==> src/rfi_pkg.sv <==
// Package for the reader frontend interrupt controller.
// Assumes one 50 MHz clock domain and a word-wide AHB-Lite register bus.
package rfi_pkg;

  // Register byte offsets
  localparam logic [7:0] OFS_FLAG_PRI  = 8'h00;
  localparam logic [7:0] OFS_FLAG_SEC  = 8'h04;
  localparam logic [7:0] OFS_EN_PRI    = 8'h08;
  localparam logic [7:0] OFS_EN_SEC    = 8'h0c;
  localparam logic [7:0] OFS_STATUS1   = 8'h10;
  localparam logic [7:0] OFS_WATERMARK = 8'h14;
  localparam logic [7:0] OFS_SYS_STAT  = 8'h18;
  localparam logic [7:0] OFS_SYS_MASK  = 8'h1c;

  // Bit 7 of a write to any flag or enable register: 1 sets, 0 clears
  localparam int BIT_SET_SEL = 7;

  // Primary flag positions
  localparam int P_FRAME_START = 0;
  localparam int P_RX_ERROR    = 1;
  localparam int P_RX_DONE     = 2;
  localparam int P_TX_DONE     = 3;
  localparam int P_CMD_DONE    = 4;
  localparam int P_FIFO_LOW    = 5;
  localparam int P_FIFO_HIGH   = 6;

  // Secondary flag positions; bit 4 is reserved and reads zero
  localparam int S_TIMER0      = 0;
  localparam int S_CARD        = 5;
  localparam int S_ANY_SOURCE  = 6;
  localparam logic [5:0] SEC_STORE_MASK = 6'h2f;

  // Enable secondary bit 6 activates the request pin
  localparam int E_PIN_ACTIVE  = 6;

  // First status register positions
  localparam int ST_IRQ        = 0;
  localparam int ST_HIGH_ALERT = 1;
  localparam int ST_LOW_ALERT  = 2;
  localparam int ST_PIN_ACTIVE = 3;

  // Block event status positions
  localparam int SY_NEW_REQ    = 0;
  localparam int SY_BAD_ADDR   = 1;

  // Reset values
  localparam logic [6:0] RST_FLAG   = 7'h00;
  localparam logic [6:0] RST_EN     = 7'h00;
  localparam logic [8:0] RST_WMARK  = 9'h008;
  localparam logic [1:0] RST_SYS    = 2'h0;

  localparam logic [3:0] CMD_IDLE   = 4'h0;

  // Event inputs from the frontend logic, all on hclk
  typedef struct packed {
    logic [3:0] timer_tick;
    logic [3:0] timer_zero;
    logic       tx_sending_data;
    logic       tx_sending_eof;
    logic       rx_end;
    logic       rx_active;
    logic       rx_sof;
    logic [7:0] rx_error_bits;
    logic [3:0] cmd_code;
    logic       low_power_card_detection;
    logic       card_found;
  } rfi_evt_t;

endpackage

==> src/rfi_irq_ctrl.sv <==
// Interrupt controller of a contactless reader frontend.
// Event sources run on hclk; software reaches the registers over AHB-Lite.
//
// Summary of operation
// - Two flag registers of 7 and 6 bits, each with a matching 7-bit enable register.
// - Write bit 7 chooses set or clear for bits 0 to 6 written one.
// - Firmware enables sources, forces flags active and clears pending flags.
// - An enabled event sets the status indication and, if activated, the pin.
// - Each timer flag sets when its counter underflows.
// - Transmit-done sets when sending data moves to end-of-frame pattern.
// - Receive-done sets when the received data stream ends.
// - Command-finished sets when a command ends and the register returns idle.
// - One watermark value sets both top and bottom FIFO thresholds.
// - High-alert flag sets when the high-alert status rises.
// - Low-alert flag sets when the low-alert status rises.
// - Error flag sets while any receive error bit is one.
// - Card-detected flag sets on a card found in low-power detection.
// - Frame-start flag sets on SOF during reception.
// - Global flag is set while any enabled source flag is set.
// - A dedicated request pin signals the interrupt to the host.
// - A timer at zero raises its flag on the following timer clock.
//
// The address map and the AHB-Lite slave port were decided locally.
`timescale 1ns/100ps

module rfi_irq_ctrl
  import rfi_pkg::*;
#(
  parameter int FIFO_DEPTH = 512,
  parameter int LEVEL_W    = 10
)
(
  // Clock and reset
  input  wire logic               hclk,
  input  wire logic               hresetn,
  // AHB-Lite slave
  input  wire logic               hsel,
  input  wire logic [31:0]        haddr,
  input  wire logic [1:0]         htrans,
  input  wire logic               hwrite,
  input  wire logic [2:0]         hsize,
  input  wire logic [31:0]        hwdata,
  input  wire logic               hready,
  output logic                    hreadyout,
  output logic [31:0]             hrdata,
  output logic                    hresp,
  // Event sources
  input  wire rfi_evt_t           evt,
  input  wire logic [LEVEL_W-1:0] fifo_level,
  // Interrupt outputs
  output logic                    irq_pin,
  output logic                    sys_irq
);

  // Bus capture
  logic       wr_q;
  logic       wr_d;
  logic [7:0] addr_q;
  logic       addr_phase;

  // Register state
  logic [6:0] flag_pri_q;
  logic [6:0] flag_pri_d;
  logic [5:0] flag_sec_q;
  logic [5:0] flag_sec_d;
  logic [6:0] en_pri_q;
  logic [6:0] en_pri_d;
  logic [6:0] en_sec_q;
  logic [6:0] en_sec_d;
  logic [8:0] wmark_q;
  logic [8:0] wmark_d;
  logic [1:0] sys_stat_q;
  logic [1:0] sys_stat_d;
  logic [1:0] sys_mask_q;
  logic [1:0] sys_mask_d;

  // Event edge history
  logic       tx_data_q;
  logic       cmd_busy_q;
  logic       high_q;
  logic       low_q;
  logic       any_q;

  // Combinational helpers
  logic [6:0] hw_pri;
  logic [5:0] hw_sec;
  logic       high_now;
  logic       low_now;
  logic       any_d;
  logic       unmapped;
  logic       rd_unmapped;
  logic [31:0] rdata_d;
  logic [6:0] wr_bits;
  logic       wr_set;

  assign addr_phase = hsel && hready && htrans[1];
  assign wr_d       = addr_phase && hwrite;
  assign wr_bits    = hwdata[6:0];
  assign wr_set     = hwdata[BIT_SET_SEL];

  // hsize is not checked: only whole-word transfers reach this slave
  always_ff @(posedge hclk or negedge hresetn)
  begin
    if (!hresetn)
    begin
      wr_q   <= 1'b0;
      addr_q <= 8'h00;
    end
    else
    begin
      wr_q <= wr_d;
      if (addr_phase)
        addr_q <= haddr[7:0];
    end
  end

  // Watermark: top threshold counts down from the buffer top with the
  // extension bit, the bottom one counts up using the low eight bits only
  always_comb
  begin
    high_now = (LEVEL_W'(FIFO_DEPTH) - fifo_level) <= LEVEL_W'(wmark_q);
    low_now  = fifo_level <= LEVEL_W'(wmark_q[7:0]);
  end

  // Hardware set terms, primary register
  always_comb
  begin
    hw_pri                = 7'h00;
    hw_pri[P_FRAME_START] = evt.rx_sof && evt.rx_active;
    hw_pri[P_RX_ERROR]    = |evt.rx_error_bits;
    hw_pri[P_RX_DONE]     = evt.rx_end;
    hw_pri[P_TX_DONE]     = tx_data_q && evt.tx_sending_eof;
    hw_pri[P_CMD_DONE]    = cmd_busy_q && (evt.cmd_code == CMD_IDLE);
    hw_pri[P_FIFO_LOW]    = low_now && !low_q;
    hw_pri[P_FIFO_HIGH]   = high_now && !high_q;
  end

  // Timer flags: counter at zero caught on the next timer clock tick
  genvar gi;
  generate
    for (gi = 0; gi < 4; gi++)
    begin : g_timer
      assign hw_sec[S_TIMER0+gi] = evt.timer_tick[gi] && evt.timer_zero[gi];
    end
  endgenerate

  assign hw_sec[4]      = 1'b0;
  assign hw_sec[S_CARD] = evt.card_found && evt.low_power_card_detection;

  always_ff @(posedge hclk or negedge hresetn)
  begin
    if (!hresetn)
    begin
      tx_data_q  <= 1'b0;
      cmd_busy_q <= 1'b0;
      high_q     <= 1'b0;
      low_q      <= 1'b0;
    end
    else
    begin
      tx_data_q  <= evt.tx_sending_data;
      cmd_busy_q <= evt.cmd_code != CMD_IDLE;
      high_q     <= high_now;
      low_q      <= low_now;
    end
  end

  // Flag and enable update; hardware set is ORed after the software
  // clear so an event in the clearing cycle is kept
  always_comb
  begin
    flag_pri_d = flag_pri_q;
    flag_sec_d = flag_sec_q;
    en_pri_d   = en_pri_q;
    en_sec_d   = en_sec_q;
    wmark_d    = wmark_q;
    sys_mask_d = sys_mask_q;
    if (wr_q)
    begin
      if (addr_q == OFS_FLAG_PRI)
      begin
        flag_pri_d = wr_set ? (flag_pri_q | wr_bits) : (flag_pri_q & ~wr_bits);
      end
      else if (addr_q == OFS_FLAG_SEC)
      begin
        flag_sec_d = wr_set ? (flag_sec_q | wr_bits[5:0]) : (flag_sec_q & ~wr_bits[5:0]);
      end
      else if (addr_q == OFS_EN_PRI)
      begin
        en_pri_d = wr_set ? (en_pri_q | wr_bits) : (en_pri_q & ~wr_bits);
      end
      else if (addr_q == OFS_EN_SEC)
      begin
        en_sec_d = wr_set ? (en_sec_q | wr_bits) : (en_sec_q & ~wr_bits);
      end
      else if (addr_q == OFS_WATERMARK)
      begin
        wmark_d = hwdata[8:0];
      end
      else if (addr_q == OFS_SYS_MASK)
      begin
        sys_mask_d = hwdata[1:0];
      end
    end
    flag_pri_d = flag_pri_d | hw_pri;
    flag_sec_d = (flag_sec_d | hw_sec) & SEC_STORE_MASK;
  end

  // Global flag and request pin follow the next-state values so the pin
  // flop tracks the flags without an extra cycle
  assign any_d = |(flag_pri_d & en_pri_d) || |(flag_sec_d & en_sec_d[5:0]);

  always_ff @(posedge hclk or negedge hresetn)
  begin
    if (!hresetn)
    begin
      flag_pri_q <= RST_FLAG;
      flag_sec_q <= RST_FLAG[5:0];
      en_pri_q   <= RST_EN;
      en_sec_q   <= RST_EN;
      wmark_q    <= RST_WMARK;
      any_q      <= 1'b0;
      irq_pin    <= 1'b0;
    end
    else
    begin
      flag_pri_q <= flag_pri_d;
      flag_sec_q <= flag_sec_d;
      en_pri_q   <= en_pri_d;
      en_sec_q   <= en_sec_d;
      wmark_q    <= wmark_d;
      any_q      <= any_d;
      irq_pin    <= any_d && en_sec_d[E_PIN_ACTIVE];
    end
  end

  // Block event status: W1C, masked onto one level output
  assign unmapped    = haddr[7:0] > OFS_SYS_MASK || haddr[1:0] != 2'b00 || |haddr[31:8];
  assign rd_unmapped = addr_phase && unmapped;

  always_comb
  begin
    sys_stat_d = sys_stat_q;
    if (wr_q && addr_q == OFS_SYS_STAT)
      sys_stat_d = sys_stat_q & ~hwdata[1:0];
    sys_stat_d[SY_NEW_REQ]  = sys_stat_d[SY_NEW_REQ] | (any_d && !any_q);
    sys_stat_d[SY_BAD_ADDR] = sys_stat_d[SY_BAD_ADDR] | rd_unmapped;
  end

  always_ff @(posedge hclk or negedge hresetn)
  begin
    if (!hresetn)
    begin
      sys_stat_q <= RST_SYS;
      sys_mask_q <= RST_SYS;
      sys_irq    <= 1'b0;
    end
    else
    begin
      sys_stat_q <= sys_stat_d;
      sys_mask_q <= sys_mask_d;
      sys_irq    <= |(sys_stat_d & sys_mask_d);
    end
  end

  // Read mux uses next-state values so a read right after a write
  // returns the written result
  always_comb
  begin
    rdata_d = 32'h0000_0000;
    if (haddr[7:0] == OFS_FLAG_PRI)
    begin
      rdata_d[6:0] = flag_pri_d;
    end
    else if (haddr[7:0] == OFS_FLAG_SEC)
    begin
      rdata_d[5:0]         = flag_sec_d;
      rdata_d[S_ANY_SOURCE] = any_d;
    end
    else if (haddr[7:0] == OFS_EN_PRI)
    begin
      rdata_d[6:0] = en_pri_d;
    end
    else if (haddr[7:0] == OFS_EN_SEC)
    begin
      rdata_d[6:0] = en_sec_d;
    end
    else if (haddr[7:0] == OFS_STATUS1)
    begin
      rdata_d[ST_IRQ]        = any_d;
      rdata_d[ST_HIGH_ALERT] = high_now;
      rdata_d[ST_LOW_ALERT]  = low_now;
      rdata_d[ST_PIN_ACTIVE] = en_sec_d[E_PIN_ACTIVE];
    end
    else if (haddr[7:0] == OFS_WATERMARK)
    begin
      rdata_d[8:0] = wmark_d;
    end
    else if (haddr[7:0] == OFS_SYS_STAT)
    begin
      rdata_d[1:0] = sys_stat_d;
    end
    else if (haddr[7:0] == OFS_SYS_MASK)
    begin
      rdata_d[1:0] = sys_mask_d;
    end
    if (unmapped)
      rdata_d = 32'h0000_0000;
  end

  // Zero wait states: always ready, always OKAY
  always_ff @(posedge hclk or negedge hresetn)
  begin
    if (!hresetn)
    begin
      hrdata    <= 32'h0000_0000;
      hreadyout <= 1'b1;
      hresp     <= 1'b0;
    end
    else
    begin
      hreadyout <= 1'b1;
      hresp     <= 1'b0;
      if (addr_phase && !hwrite)
        hrdata <= rdata_d;
    end
  end

endmodule // rfi_irq_ctrl

==> config.mk <==
export PLATFORM = sky130hd
export DESIGN_NAME = rfi_irq_ctrl
export DESIGN_NICKNAME = d
export VERILOG_FILES = /design/src/rfi_pkg.sv /design/src/rfi_irq_ctrl.sv
export SDC_FILE = /design/constraint.sdc
export NUM_CORES = 1
export LEC_CHECK = 0
export CAP_MARGIN = 20
export CORE_AREA = 2 2 84 86
export CTS_CLUSTER_DIAMETER = 200
export DETAILED_ROUTE_END_ITERATION = 10
export DIE_AREA = 0 0 86 88
export DONT_BUFFER_PORTS = 1
export PLACE_DENSITY = 0.82
export SKIP_CTS_REPAIR_TIMING = 1
export SYNTH_ARGS = -nofsm -noshare
export SYNTH_HDL_FRONTEND = slang
export SYNTH_SLANG_ARGS = --single-unit
==> constraint.sdc <==
create_clock -name hclk -period 7.59 [get_ports hclk]
set_input_delay 0.759 -clock hclk [delete_from_list [all_inputs] [get_ports hclk]]
set_output_delay 0.759 -clock hclk [all_outputs]
set_load 0.01 [all_outputs]
==> impl_metrics.ini <==
[status]
outcome = completed

[floorplanning]
core_area_um2 = 6640
num_io_pins = 147
die_height_um = 88
initial_utilization = 0.631
die_w_um = 86
fp-row-count = 30
die-area_um2 = 7570

[critical_path]
worst_path_arrival_time_ns = 3.34
kind_of_capture_point_of_the_worst_setup_path = flip-flop
worst_reg2reg_path_startpoint = addr_q[1]
worstPathCellList = nor4b_1 > nand3_1 > nor4bb_1 > o31a_1 > a311oi_1 > a31o_1 > a41oi_1
slowest_delay_ns = 0.70
timing.reg2reg.worst_path_depth = 7
criticalPathCategory = reg -> reg
regToRegEndpoint = hrdata[0]
cp.required_ns = 7.80
reg2reg_slack_ns = 4.46
critical_path.slowest_cell = nand3_1
element_type_at_the_critical_path_start = flip-flop
crit_fanout = 15

[global_routing]
grt_max_degree = 65
gr-usage-met1 = 0.390
gr-usage-met3 = 0.0782
first_global_vias = 3530
grt.busiest_layer = met2
grt_use_total = 0.299
grt_overflow_total = 0
groute.layer.met2.usage = 0.491
antenna_found_initial = 0
global_route_wire_length_before_repair_mm = 17.5

[sta]
fin_worst_skew_ns = 0.00924
holdWs_ns = 0.0902
period_minus_slack_ns = 3.13
rsz0062_at_grt = no
finalMaxSlewViolations = 0
hold_viol_final = 0
finalWorstSetupSlack_ns = 4.46
tns_ns = 0
max-slew-margin-rel = 0.399
fmax_mhz = 320
setup_violations = 0
max_slew.worst_pin.slew_ns = 0.899
fin_crit_sh = 0.412

[power]
power_leakage_nw = 1.92
pwr_density_cell_nw_per_um2 = 187
vdd_ir_drop_max_v = 0.000120

[placed_design]
io_buffers = 0
detailedPlace.worstSlack_ns = 4.16
dpl.hpwl_mm = 7.98
place.gp.congestion = 0.912

[synth]
ys_flop_type = dfrtp_1
synth_area_leaders = dfrtp_1 38%, ha_1 5.1%, buf_4 4.5%, nand2_1 3.5%, mux2_2 3.2%
synthesized_area_per_cell_um2 = 9.52
synthesis.instances = 440
synth_top_area_frac = 0.376
yosys.area.top_type = dfrtp_1
post_synth_edffs = 0
post_syn_area_um2 = 4190
synthDistinctLibCells = 74
ys_seq_area_frac = 0.383
yosys_warnings = 0
synth-seq-cells = 64
synth_async_sr_flop_share = 1.00

[clock_tree]
cts.reportedPaths.clkPinSlew_ns = 0.07
numCtsBuffers = 9
cts.sinks = 64
tritoncts_clock_tree = done
clk_latency_ns = 0.36
ctsLongestPathBuffers = 2
ctsRootBufferMaster = clkbuf_8
h-tree-depth = 3

[drt]
detail_route.drc_violations = 0
route.detailed.wl_per_inst_um = 20.8
detailroute.via_count = 3559
drt-initial-drc-count = 357
detail_route.vias_per_cell = 6.80
detail-route-antenna-nets = 0
finalWirelength_mm = 10.9
first_pass_iters = 5

[flow_run]
max_cap_violations = 0

[layout]
mostFrequentLayoutCells = 63 x dfrtp_1, 39 x nand2_1, 32 x inv_1, 25 x conb_1
syn_to_final_growth_pct = 4.06
utilization = 0.656
insertedDiodeCount = 0
design.final.nets = 566
layout_cells_sized_above_1 = 0.0993
nFillCells = 545
layout.cells.most_common = dfrtp_1

[worst_hold_path]
hold_path.class = in -> async
## through the flow
| stage | cell area [um2] | cells | total power, mW |
|---|---|---|---|
| after floorplan | 4280 | 463 | 0.475 |
| after global placement | 4140 | 506 | 0.482 |
| after detailed placement | 4140 | 506 | 0.489 |
| after CTS | 4360 | 522 | 0.813 |
| after global routing | 4360 | 523 | 0.842 |
| final | 4360 | 523 | 0.816 |
## worst max-delay path: cells and delay by family, from the launching register on
kind	cells	cell delay (ns)
simple gates	3	1.66
compound gates	4	0.87
flops	1	0.46
## Yosys cell counts (3+ instances only)
cell       n
nand3_1   13
a41oi_1    5
nand4_1   19
nand2_1   39
o21ai_1    7
nand3b_1   3
o41ai_2    3
a21oi_1   19
o21ai_0    8
o311ai_1   3
and2_1     7
mux2i_1   11
clkbuf_1  10
mux2_2    12
xnor2_1    3
o31ai_1    3
a22oi_1    3
nor4_1    16
a21o_1     4
buf_4     25
o41ai_1    3
nand2b_1   5
dfrtp_1   63
nor2_1    19
nor4b_1    4
ha_1      17
a221o_1    4
inv_1     32
mux2_1     7
a221oi_1   3
xor2_1     5
nor3_1     5
## sequential cells by signal, summed over array words and instances, names as in the netlist
name / count
en_pri_q: 7
sys_irq: 1
irq_pin: 1
en_sec_q: 7
flag_sec_q: 5
sys_stat_q: 2
high_q: 1
tx_data_q: 1
wmark_q: 9
addr_q: 8
flag_pri_q: 7
hrdata: 9
sys_mask_q: 2
low_q: 1
cmd_busy_q: 1
any_q: 1
wr_q: 1
## cell type report
class | instances | area [um2] | share of cell area
multi-input combinational | 325 | 2290 | 0.526
tap | 80 | 100 | 0.0230
clock inverter | 3 | 65.1 | 0.0149
timing repair buffer | 3 | 20.0 | 0.00459
inverter | 35 | 131 | 0.0301
sequential | 64 | 1600 | 0.368
clock buffer | 13 | 149 | 0.0341
## where the power goes
group / leakage (nW) / total [mW] / internal (mW) / switching, mW
sequential: 0.753 / 0.384 / 0.360 / 0.0237
combinational: 1.06 / 0.0999 / 0.0401 / 0.0598
clock: 0.108 / 0.332 / 0.194 / 0.138
## kinds of logic after synthesis
group                    after synthesis  share of synthesized area
AND/OR/NAND/NOR                      153                      0.215
AO/OA/AOI/OAI                         92                      0.165
buffers and inverters                 74                     0.0911
flip-flops                            64                      0.383
multiplexers                          30                     0.0773
adder cells (fa/ha/maj)               17                     0.0508
XOR/XNOR                               8                     0.0167
other                                  2                    0.00179
## worst max path at each step
| stage | endpoint | start | cells past startpoint | slack, ns |
|---|---|---|---|---|
| 2_1_floorplan | hrdata[1] | fifo_level[2] | 11 | 4.56 |
| 3_3_place_gp | hrdata[1] | fifo_level[2] | 11 | 4.25 |
| 3_5_place_dp | hrdata[1] | fifo_level[2] | 11 | 4.16 |
| 4_1_cts | sys_irq | fifo_level[2] | 11 | 4.51 |
| 5_1_grt | hrdata[6] | addr_q[1] | 7 | 4.25 |
| 6_report | hrdata[0] | addr_q[1] | 7 | 4.46 |
## metal layers
metal | part of all wire | wire length [um]
met3 | 0.10 | 1080
met1 | 0.40 | 4360
met2 | 0.49 | 5280
met4 | 0.011 | 123
met5 | 0 | 0
(Power assumes the default switching activity.)
